$ cat config.mk
export PLATFORM = sky130hd
export DESIGN_NAME = fsm_monitor
export DESIGN_NICKNAME = d
export VERILOG_FILES = /design/src/rtl/fsm_pkg.sv /design/src/rtl/fsm_monitor.sv /design/src/rtl/fsm_hyst.sv
export SDC_FILE = /design/constraint.sdc
export NUM_CORES = 1
export LEC_CHECK = 0
export BUFFER_PORTS_ARGS = -buffer_cell sky130_fd_sc_hd__buf_2
export CAP_MARGIN = 20
export CORE_MARGIN = 10
export CORE_UTILIZATION = 64
export DETAILED_ROUTE_END_ITERATION = 8
export PLACE_DENSITY = 0.88
export SYNTH_ARGS = -nofsm -noshare
export SYNTH_HDL_FRONTEND = slang
export SYNTH_HIERARCHICAL = 1
export SYNTH_SLANG_ARGS = --single-unit
$ cat constraint.sdc
create_clock -name clk -period 9.8 [get_ports clk]
set_clock_uncertainty 0.1 [all_clocks]
set_input_delay 1.47 -clock clk [delete_from_list [all_inputs] [get_ports clk]]
set_output_delay 1.47 -clock clk [all_outputs]
set_load 0.05 [all_outputs]
$ cat src/rtl/fsm_pkg.sv
`default_nettype none
package fsm_pkg;
  // Converter and sample widths
  localparam int ADC_W = 10;
  localparam int RES_W = 16;
  localparam int THR_W = 11;
  localparam int NUM_CH = 9;
  localparam int NUM_WARN = 7;
  localparam int NUM_ERR = 3;
  localparam int BYTE_W = 8;

  // Channel order in the conversion sequence
  localparam logic [3:0] CH_VBB = 4'h0;
  localparam logic [3:0] CH_VDD1 = 4'h1;
  localparam logic [3:0] CH_VDD2 = 4'h2;
  localparam logic [3:0] CH_STRING_VOLT = 4'h3;
  localparam logic [3:0] CH_ILED = 4'h4;
  localparam logic [3:0] CH_IBB = 4'h5;
  localparam logic [3:0] CH_IDD1 = 4'h6;
  localparam logic [3:0] CH_IDD2 = 4'h7;
  localparam logic [3:0] CH_STRING_TEMP = 4'h8;
  localparam logic [3:0] CH_LAST = 4'h8;

  // Warning bit positions in the warning bytes
  localparam int W_DIE = 0;
  localparam int W_HEAT = 1;
  localparam int W_OVHT = 2;
  localparam int W_OV = 3;
  localparam int W_UV = 4;
  localparam int W_OC1 = 5;
  localparam int W_OC2 = 6;
  // Fault bit positions in the fault bytes
  localparam int E_DESAT = 0;
  localparam int E_OC = 1;
  localparam int E_CDESAT = 2;

  // Threshold reset value and disable limit
  localparam logic [ADC_W-1:0] THR_RESET = 10'h3FF;
  localparam logic [THR_W-1:0] THR_LIMIT = 11'h3FE;

  // Timing
  localparam longint CLK_HZ = 200000000;
  localparam longint PERIOD_MS = 100;
  localparam longint PERIOD_CYC = CLK_HZ / 1000 * PERIOD_MS;
  localparam longint PULSE_US = 10;
  localparam longint PULSE_CYC = CLK_HZ / 1000000 * PULSE_US;
  localparam int PCNT_W = 25;
  localparam int ICNT_W = 12;

  typedef enum logic [1:0] {
    FSM_IDLE,
    FSM_START,
    FSM_WAIT
  } fsm_seq_type;
endpackage : fsm_pkg
`default_nettype wire

$ cat src/rtl/fsm_monitor.sv
`default_nettype none
// Notes on behaviour
// - One 10-bit converter muxed over nine inputs, only while metrology enabled.
// - Every input measured once per 100 ms period, ground referenced.
// - Each result held in its own readable 16-bit register.
// - Ten live condition bits over two 8-bit bytes.
// - Live bits follow their conditions one clock later.
// - Rising edges latch into rise bytes, cleared by reading them.
// - Live and rise bytes sit at consecutive addresses.
// - Falling edges latch into fall bytes, cleared by reading them.
// - Warnings only update status; no autonomous action.
// - Seven warnings live in the first live, rise and fall bytes.
// - All warnings but die heat use programmable threshold and hysteresis.
// - Set above threshold plus hysteresis, clear below threshold minus hysteresis.
// - Masked warning becoming set pulls the active-low interrupt low.
// - Warning never asserts while threshold plus hysteresis exceeds 1022.
// - All thresholds reset to 1023, warnings inactive.
// - Die heat warning uses fixed limit, always enabled.
// - String overvoltage compares string voltage sample with its limits.
// - String overheat uses its own threshold on the string temperature.
// - Supply overcurrent warnings compare supply current samples.
// - Three faults in second bytes with the same capture behaviour.
// - Driver desaturation raises fault, disables driver until enable is cleared.
// - Converter desaturation raises fault and disables the converter.
// - Interrupt condition: any masked rise or fall capture bit set.
// - Level mode holds output low; pulse mode gives 10 us per new condition.
module fsm_monitor (
  // Clock and reset
  input wire logic clk,
  input wire logic sys_rst,
  // Control bits
  input wire logic metrology_enable,
  input wire logic driver_enable,
  input wire logic converter_enable,
  input wire logic irq_pulse_select,
  // Converter interface
  output logic [3:0] adc_channel,
  output logic adc_start,
  input wire logic adc_done,
  input wire logic [fsm_pkg::ADC_W-1:0] adc_data,
  // Programmable limits
  input wire logic [fsm_pkg::ADC_W-1:0] string_heat_threshold,
  input wire logic [fsm_pkg::ADC_W-1:0] string_heat_hysteresis,
  input wire logic [fsm_pkg::ADC_W-1:0] string_overheat_threshold,
  input wire logic [fsm_pkg::ADC_W-1:0] string_overheat_hysteresis,
  input wire logic [fsm_pkg::ADC_W-1:0] string_overvoltage_threshold,
  input wire logic [fsm_pkg::ADC_W-1:0] string_overvoltage_hysteresis,
  input wire logic [fsm_pkg::ADC_W-1:0] string_undervoltage_threshold,
  input wire logic [fsm_pkg::ADC_W-1:0] string_undervoltage_hysteresis,
  input wire logic [fsm_pkg::ADC_W-1:0] supply_current_threshold,
  input wire logic [fsm_pkg::ADC_W-1:0] supply_current_hysteresis,
  input wire logic [fsm_pkg::ADC_W-1:0] aux_current_threshold,
  input wire logic [fsm_pkg::ADC_W-1:0] aux_current_hysteresis,
  // Analog fault comparators
  input wire logic die_heat_limit,
  input wire logic driver_desat_fault,
  input wire logic driver_overcurrent_fault,
  input wire logic converter_desat_fault,
  // Interrupt masks
  input wire logic [fsm_pkg::BYTE_W-1:0] warning_rise_mask,
  input wire logic [fsm_pkg::BYTE_W-1:0] fault_rise_mask,
  input wire logic [fsm_pkg::BYTE_W-1:0] warning_fall_mask,
  input wire logic [fsm_pkg::BYTE_W-1:0] fault_fall_mask,
  // Register read port
  input wire logic rd_stb,
  input wire logic [3:0] rd_addr,
  output logic [fsm_pkg::RES_W-1:0] rd_data,
  // Status bytes
  output logic [fsm_pkg::BYTE_W-1:0] warning_live_byte,
  output logic [fsm_pkg::BYTE_W-1:0] fault_live_byte,
  output logic [fsm_pkg::BYTE_W-1:0] warning_rise_byte,
  output logic [fsm_pkg::BYTE_W-1:0] fault_rise_byte,
  output logic [fsm_pkg::BYTE_W-1:0] warning_fall_byte,
  output logic [fsm_pkg::BYTE_W-1:0] fault_fall_byte,
  // Power block gates
  output logic driver_run,
  output logic converter_run,
  // Open-drain interrupt pin: o tied low, oe_n low pulls
  output logic irq_out_n_o,
  output logic irq_out_n_oe_n
);
  import fsm_pkg::*;

  // Status read addresses, live and rise consecutive
  localparam logic [3:0] A_WLIVE = 4'h9;
  localparam logic [3:0] A_WRISE = 4'hA;
  localparam logic [3:0] A_FLIVE = 4'hB;
  localparam logic [3:0] A_FRISE = 4'hC;
  localparam logic [3:0] A_WFALL = 4'hD;
  localparam logic [3:0] A_FFALL = 4'hE;

  fsm_seq_type state_reg;
  logic [PCNT_W-1:0] period_cnt_reg;
  logic period_tick;
  logic [3:0] chan_reg;
  logic [RES_W-1:0] result_reg [NUM_CH];
  logic [NUM_CH-1:0] sample_stb;
  logic [NUM_WARN-1:0] warn_cond;
  logic [NUM_ERR-1:0] err_cond;
  logic [BYTE_W-1:0] wlive_next;
  logic [BYTE_W-1:0] flive_next;
  logic [BYTE_W-1:0] wlive_reg;
  logic [BYTE_W-1:0] flive_reg;
  logic [BYTE_W-1:0] wrise_reg;
  logic [BYTE_W-1:0] frise_reg;
  logic [BYTE_W-1:0] wfall_reg;
  logic [BYTE_W-1:0] ffall_reg;
  logic rd_wrise;
  logic rd_frise;
  logic rd_wfall;
  logic rd_ffall;
  logic drv_lock_reg;
  logic cnv_lock_reg;
  logic irq_cond;
  logic irq_cond_reg;
  logic [ICNT_W-1:0] pulse_cnt_reg;
  logic irq_low_reg;
  logic [RES_W-1:0] rd_data_reg;

  // ----------------------------------------
  // Metrology sequencer
  // ----------------------------------------

  // Sampling period timer
  always_ff @(posedge clk or posedge sys_rst) begin
    if (sys_rst) begin
      period_cnt_reg <= '0;
    end else if (!metrology_enable || period_tick) begin
      period_cnt_reg <= '0;
    end else begin
      period_cnt_reg <= period_cnt_reg + 1'b1;
    end
  end
  assign period_tick = metrology_enable && (period_cnt_reg == PCNT_W'(PERIOD_CYC - 1));

  // Walk the mux over every channel each period
  always_ff @(posedge clk or posedge sys_rst) begin
    if (sys_rst) begin
      state_reg <= FSM_IDLE;
      chan_reg <= '0;
    end else if (!metrology_enable) begin
      state_reg <= FSM_IDLE;
      chan_reg <= '0;
    end else begin
      unique case (state_reg)
        FSM_IDLE: begin
          if (period_tick) begin
            state_reg <= FSM_START;
            chan_reg <= CH_VBB;
          end
        end
        FSM_START: begin
          state_reg <= FSM_WAIT;
        end
        FSM_WAIT: begin
          if (adc_done) begin
            if (chan_reg == CH_LAST) begin
              state_reg <= FSM_IDLE;
            end else begin
              chan_reg <= chan_reg + 1'b1;
              state_reg <= FSM_START;
            end
          end
        end
      endcase
    end
  end

  // Converter request lines
  always_ff @(posedge clk or posedge sys_rst) begin
    if (sys_rst) begin
      adc_start <= 1'b0;
      adc_channel <= '0;
    end else begin
      adc_start <= metrology_enable && (state_reg == FSM_START);
      adc_channel <= chan_reg;
    end
  end

  // One result register per channel, code left aligned in 16 bits
  generate
    for (genvar i = 0; i < NUM_CH; i++) begin : g_res
      assign sample_stb[i] = (state_reg == FSM_WAIT) && adc_done && (chan_reg == 4'(i));
      always_ff @(posedge clk or posedge sys_rst) begin
        if (sys_rst) begin
          result_reg[i] <= '0;
        end else if (sample_stb[i]) begin
          result_reg[i] <= {adc_data, 6'h00};
        end
      end
    end
  endgenerate

  // ----------------------------------------
  // Warnings and faults
  // ----------------------------------------

  // Fixed limit comparator, cannot be masked off
  assign warn_cond[W_DIE] = die_heat_limit;
  // Programmable hysteresis comparators, no action beyond status
  fsm_hyst u_heat (.clk(clk), .sys_rst(sys_rst), .sample_stb(sample_stb[CH_STRING_TEMP]),
    .sample(adc_data), .threshold(string_heat_threshold),
    .hysteresis(string_heat_hysteresis), .warn(warn_cond[W_HEAT]));
  fsm_hyst u_ovht (.clk(clk), .sys_rst(sys_rst), .sample_stb(sample_stb[CH_STRING_TEMP]),
    .sample(adc_data), .threshold(string_overheat_threshold),
    .hysteresis(string_overheat_hysteresis), .warn(warn_cond[W_OVHT]));
  fsm_hyst u_ov (.clk(clk), .sys_rst(sys_rst), .sample_stb(sample_stb[CH_STRING_VOLT]),
    .sample(adc_data), .threshold(string_overvoltage_threshold),
    .hysteresis(string_overvoltage_hysteresis), .warn(warn_cond[W_OV]));
  fsm_hyst u_uv (.clk(clk), .sys_rst(sys_rst), .sample_stb(sample_stb[CH_STRING_VOLT]),
    .sample(~adc_data), .threshold(string_undervoltage_threshold),
    .hysteresis(string_undervoltage_hysteresis), .warn(warn_cond[W_UV]));
  fsm_hyst u_oc1 (.clk(clk), .sys_rst(sys_rst), .sample_stb(sample_stb[CH_IDD1]),
    .sample(adc_data), .threshold(supply_current_threshold),
    .hysteresis(supply_current_hysteresis), .warn(warn_cond[W_OC1]));
  fsm_hyst u_oc2 (.clk(clk), .sys_rst(sys_rst), .sample_stb(sample_stb[CH_IDD2]),
    .sample(adc_data), .threshold(aux_current_threshold),
    .hysteresis(aux_current_hysteresis), .warn(warn_cond[W_OC2]));

  assign err_cond[E_DESAT] = driver_desat_fault;
  assign err_cond[E_OC] = driver_overcurrent_fault;
  assign err_cond[E_CDESAT] = converter_desat_fault;

  // Live bytes, unused bits read zero
  assign wlive_next = {1'b0, warn_cond};
  assign flive_next = {5'h00, err_cond};

  // Live bytes registered once; immediate within a clock
  always_ff @(posedge clk or posedge sys_rst) begin
    if (sys_rst) begin
      wlive_reg <= '0;
      flive_reg <= '0;
    end else begin
      wlive_reg <= wlive_next;
      flive_reg <= flive_next;
    end
  end

  // Clearing reads of the capture bytes
  assign rd_wrise = rd_stb && (rd_addr == A_WRISE);
  assign rd_frise = rd_stb && (rd_addr == A_FRISE);
  assign rd_wfall = rd_stb && (rd_addr == A_WFALL);
  assign rd_ffall = rd_stb && (rd_addr == A_FFALL);

  // Edge capture; a new edge wins over the clearing read
  always_ff @(posedge clk or posedge sys_rst) begin
    if (sys_rst) begin
      wrise_reg <= '0;
      frise_reg <= '0;
      wfall_reg <= '0;
      ffall_reg <= '0;
    end else begin
      wrise_reg <= (rd_wrise ? '0 : wrise_reg) | (wlive_next & ~wlive_reg);
      frise_reg <= (rd_frise ? '0 : frise_reg) | (flive_next & ~flive_reg);
      wfall_reg <= (rd_wfall ? '0 : wfall_reg) | (~wlive_next & wlive_reg);
      ffall_reg <= (rd_ffall ? '0 : ffall_reg) | (~flive_next & flive_reg);
    end
  end

  // Register read mux, one cycle latency
  always_ff @(posedge clk or posedge sys_rst) begin
    if (sys_rst) begin
      rd_data_reg <= '0;
    end else if (rd_stb) begin
      if (rd_addr <= CH_LAST) begin
        rd_data_reg <= result_reg[rd_addr];
      end else begin
        unique case (rd_addr)
          A_WLIVE: rd_data_reg <= {8'h00, wlive_reg};
          A_WRISE: rd_data_reg <= {8'h00, wrise_reg};
          A_FLIVE: rd_data_reg <= {8'h00, flive_reg};
          A_FRISE: rd_data_reg <= {8'h00, frise_reg};
          A_WFALL: rd_data_reg <= {8'h00, wfall_reg};
          A_FFALL: rd_data_reg <= {8'h00, ffall_reg};
          default: rd_data_reg <= '0;
        endcase
      end
    end
  end

  // ----------------------------------------
  // Block shutdown on faults
  // ----------------------------------------

  // Lock held until software drops the enable
  always_ff @(posedge clk or posedge sys_rst) begin
    if (sys_rst) begin
      drv_lock_reg <= 1'b0;
      cnv_lock_reg <= 1'b0;
    end else begin
      if (driver_desat_fault || driver_overcurrent_fault) begin
        drv_lock_reg <= 1'b1;
      end else if (!driver_enable) begin
        drv_lock_reg <= 1'b0;
      end
      if (converter_desat_fault) begin
        cnv_lock_reg <= 1'b1;
      end else if (!converter_enable) begin
        cnv_lock_reg <= 1'b0;
      end
    end
  end

  // Run gates cut in the same edge the fault is seen
  always_ff @(posedge clk or posedge sys_rst) begin
    if (sys_rst) begin
      driver_run <= 1'b0;
      converter_run <= 1'b0;
    end else begin
      driver_run <= driver_enable && !drv_lock_reg && !driver_desat_fault
        && !driver_overcurrent_fault;
      converter_run <= converter_enable && !cnv_lock_reg && !converter_desat_fault;
    end
  end

  // ----------------------------------------
  // Interrupt pin
  // ----------------------------------------

  assign irq_cond = |(wrise_reg & warning_rise_mask) | |(frise_reg & fault_rise_mask)
    | |(wfall_reg & warning_fall_mask) | |(ffall_reg & fault_fall_mask);

  // Pulse length counter restarts on each new condition
  always_ff @(posedge clk or posedge sys_rst) begin
    if (sys_rst) begin
      irq_cond_reg <= 1'b0;
      pulse_cnt_reg <= '0;
    end else begin
      irq_cond_reg <= irq_cond;
      if (irq_cond && !irq_cond_reg) begin
        pulse_cnt_reg <= ICNT_W'(PULSE_CYC);
      end else if (pulse_cnt_reg != '0) begin
        pulse_cnt_reg <= pulse_cnt_reg - 1'b1;
      end
    end
  end

  // Level or pulse drive of the pin
  always_ff @(posedge clk or posedge sys_rst) begin
    if (sys_rst) begin
      irq_low_reg <= 1'b0;
    end else if (irq_pulse_select) begin
      irq_low_reg <= (irq_cond && !irq_cond_reg) || (pulse_cnt_reg > 1);
    end else begin
      irq_low_reg <= irq_cond;
    end
  end

  assign irq_out_n_o = 1'b0;
  assign irq_out_n_oe_n = !irq_low_reg;
  assign rd_data = rd_data_reg;
  assign warning_live_byte = wlive_reg;
  assign fault_live_byte = flive_reg;
  assign warning_rise_byte = wrise_reg;
  assign fault_rise_byte = frise_reg;
  assign warning_fall_byte = wfall_reg;
  assign fault_fall_byte = ffall_reg;
endmodule : fsm_monitor
`default_nettype wire

$ cat src/rtl/fsm_hyst.sv
`default_nettype none
// ----------------------------------------
// Hysteresis comparator for one warning
// ----------------------------------------
module fsm_hyst (
  // Clock and reset
  input wire logic clk,
  input wire logic sys_rst,
  // Sample and limits
  input wire logic sample_stb,
  input wire logic [fsm_pkg::ADC_W-1:0] sample,
  input wire logic [fsm_pkg::ADC_W-1:0] threshold,
  input wire logic [fsm_pkg::ADC_W-1:0] hysteresis,
  // Warning level
  output logic warn
);
  import fsm_pkg::*;
  logic [THR_W-1:0] upper;
  logic [THR_W-1:0] lower;
  logic disabled;
  logic warn_reg;

  // Upper and lower trip points, lower floors at zero
  assign upper = THR_W'(threshold) + THR_W'(hysteresis);
  assign lower = (hysteresis > threshold) ? '0 : THR_W'(threshold) - THR_W'(hysteresis);
  assign disabled = upper > THR_LIMIT;

  // Set above upper, clear below lower, hold between
  always_ff @(posedge clk or posedge sys_rst) begin
    if (sys_rst) begin
      warn_reg <= 1'b0;
    end else if (disabled) begin
      warn_reg <= 1'b0;
    end else if (sample_stb) begin
      if (THR_W'(sample) > upper) begin
        warn_reg <= 1'b1;
      end else if (THR_W'(sample) < lower) begin
        warn_reg <= 1'b0;
      end
    end
  end
  assign warn = warn_reg;
endmodule : fsm_hyst
`default_nettype wire

==> out/metrics.yaml <==
timing:
  timing.slew.headroom_pct: 30.8
  worst_slew_pin_slew_ps: 1040
  setup_tns_ps: 0
  fin_ws_ps: 5000
  period_share_pct: 49.0
  finalHoldViolations: 0
  rsz0062_at_grt: "no"
  slew_viol_final: 0
  min_period_ps: 4800
  setup_viol: 0
  fmax_mhz: 208
floorplan:
  die_w_um: 186
  die_area_um2: 34600
  io_pins: 251
  row_count: 60
  initial_core_util_pct: 65.3
  die_h_um: 186
  core_um2: 27000
synthesis:
  synth_cells: 2003
  avgSynthCellArea_um2: 8.81
  synth_common_cells: "ha_1 (242), nand2_1 (215), dfrtp_1 (196)"
  yosysWarnings: 6
  seq_area_frac_synth_pct: 27.8
  netlist_area_um2: 17700
  synth_ff_type: "dfrtp_1"
  synth_cell_types: 102
  synth_area_leader_cell: "dfrtp_1"
  synth.top_cell.area_share_pct: 27.8
  synth-edff-count: 0
  synth-async-reset-ratio_pct: 100
  synthTopCellsByArea: "dfrtp_1 (28%), ha_1 (17%), nand2_1 (4.6%)"
  ys_seq_elements: 196
  synth_most_common_cell: "ha_1"
power:
  clkPwrFrac_pct: 30.3
  switching_share_pct: 35.2
  pwr-share-comb_pct: 34.7
  p_per_area_nw_per_um2: 132
  power.leakage_uw: 0.00940
  p_seq_share_pct: 35.0
  switching_power_uw: 897
  vdd_drop_max_v: 0.0000984
  p_int_uw: 1650
placement:
  dpl.cell_count: 2489
  gp_congestion: 0.921
  dp_hpwl_um: 35500
  placed_area_um2: 18700
  portBuffers: 219
  pre_cts_slack_ps: 4700
layout:
  post-route-cell-area_um2: 19300
  multi_input_area_um2: 11600
  fillers: 2016
  seq_area_um2: 4900
  nets: 2600
  drive_above_1_share_pct: 15.9
  area_delta_synth_final_pct: 9.51
  stdcell_count: 2521
  fin_util_pct: 71.5
  antenna_cells: 0
  largest_reg_flops: 90
global_routing:
  grt_util_all_layers_pct: 26.6
  grt.overflow.total: 0
  grt_pass1_vias: 15500
  grt_pass1_wl_um: 75400
  antenna_found_initial: 1
  grt_max_degree: 112
worst_setup_path:
  path_buf_inv: 2
  worst-path-max-fanout: 9
  crit_path_start_kind: "input port"
  path_class: "in2reg"
  crit_family: "compound AO/OA/AOI/OAI gates"
  max_stage_delay_ps: 610
  cp_common_cell: "ha_1"
  critPathArrivalTime_ps: 5070
  ff2ff_path_depth: 8
  worstPathRequired_ps: 10070
  cp_cell_sequence: "buf_2, inv_1, ha_1, o21a_1, o31a_1, a41oi_1, o21ai_1, nand2_1, ha_1, o21ai_0, a21oi_1, nand3_1, a32o_1, a311oi_2, o41a_1"
  rrSetupSlack_ps: 6890
  critPathSlowestCell: "o21ai_1"
  worst_setup_path_end_kind: "register"
  r2r-start: "state_reg[0]"
  r2r-end: "u_heat/warn"
clock_tree:
  insertion_delay_ps: 440
  cts_hold_buffers: 0
  cts_buffers: 17
  ctsResizeCount: 0
  clock-sinks: 196
  clockRootBuffer: "clkbuf_16"
  cts_buffer_depth: 2
  cts_setup_buffers: 0
  cts_tree: "done"
  clk_pin_slew_ps: 70
  htree_num_levels: 4
routing:
  route.detailed.drc: 0
  antenna_left: 0
  detail_route.wl_per_cell_um: 18.8
  dr.pass1.iters: 7
  dr_wl_met2_um: 22300
  viasPerCell: 6.24
  drt-met1-wl_um: 20000
  wl_um: 47400
  drtIter0Drc: 1514
  vias: 15700
  wl_met3_um: 4000
  highest_layer: "met5"
hold_path:
  hold_path.class: "reg2reg"
  min_delay_worst_endpoint: "converter_run"
  min_from: "cnv_lock_reg"
  hold_depth: 1
outcome:
  status: "complete, no violations"
flow_run:
  cap_violations: 0
==> layout by cell type (no fill, tap or decap), types with 10 or more instances in the layout <==
master / count
a211o_1: 12
a211oi_1: 39
a21o_1: 25
a21oi_1: 93
a22o_1: 16
a22oi_1: 10
buf_2: 219
clkbuf_16: 17
conb_1: 19
dfrtp_1: 196
fa_1: 12
ha_1: 242
inv_1: 170
mux2_2: 22
mux4_2: 20
nand2_1: 215
nand2b_1: 43
nand3_1: 38
nand3b_1: 10
nand4_1: 23
nor2_1: 129
nor2b_1: 31
nor3_1: 28
o21a_1: 27
o21ai_0: 159
o21bai_1: 17
o22ai_1: 10
or3_1: 12
or4_1: 12
xnor2_1: 50
xor2_1: 50
==> power groups by stage <==
stage | Combinational, uW | Clock, uW | Sequential (uW)
after global routing | 983 | 804 | 899
after global placement | 831 | 0 | 905
after CTS | 872 | 774 | 892
final | 884 | 773 | 894
after floorplan | 610 | 0 | 951
after detailed placement | 864 | 0 | 907
==> cells by family (layout without fill, tap and decap cells) <==
| group | after synthesis | in the layout | synth area share, % |
|---|---|---|---|
| simple gates | 607 | 607 | 17.1 |
| compound gates | 525 | 525 | 20.1 |
| buf+inv | 270 | 429 | 7.16 |
| fa+ha+maj | 254 | 254 | 18.5 |
| flops | 196 | 196 | 27.8 |
| xor+xnor | 100 | 100 | 4.96 |
| mux | 50 | 50 | 4.41 |
| other cells | 1 | 19 | 0.0212 |
==> metal layers <==
| metal | global-route usage, % | vias up |
|---|---|---|
| met5 | 0 | - |
| met3 | 4.93 | 91 |
| met4 | 8.61 | 2 |
| li1 | - | 7403 |
| met2 | 44.2 | 711 |
| met1 | 34.1 | 7520 |
==> worst reg2reg max path, cell delays in order (launching register included) <==
cell and delay [ps]:
dfrtp_1 490, nand2b_1 320, nor2_1 210, and4_1 710, o21ai_0 200, a211oi_1 190
o21ai_0 180, a311oi_2 250, o41a_1 210
==> worst max-delay path by stage <==
stage	start	end	slack, ps	depth (start not counted)
detailed placement	string_heat_hysteresis[2]	u_heat/warn	4700	15
global placement	string_heat_hysteresis[2]	u_heat/warn	4750	15
finish	string_heat_hysteresis[2]	u_heat/warn	5000	15
floorplan	sys_rst	adc_channel[0]	3060	1
CTS	string_heat_hysteresis[2]	u_heat/warn	5110	15
global route	string_heat_hysteresis[2]	u_heat/warn	4800	15
==> area by class of cell <==
| type | instances | share of cell area [%] |
|---|---|---|
| inverters | 174 | 3.40 |
| multi-input cells | 1555 | 59.8 |
| flip-flops and latches | 196 | 25.4 |
| clock buffers | 20 | 2.31 |
| well taps | 341 | 2.21 |
| clock inverters | 11 | 1.02 |
| repair buffers | 224 | 5.93 |
==> stage by stage <==
stage / power, uW / hold slack [ps]
after floorplan: 1560 / 293
after global placement: 1740 / 316
after detailed placement: 1770 / 330
after CTS: 2540 / 345
after global routing: 2690 / 359
final: 2550 / 336
(Power assumes the default switching activity.)
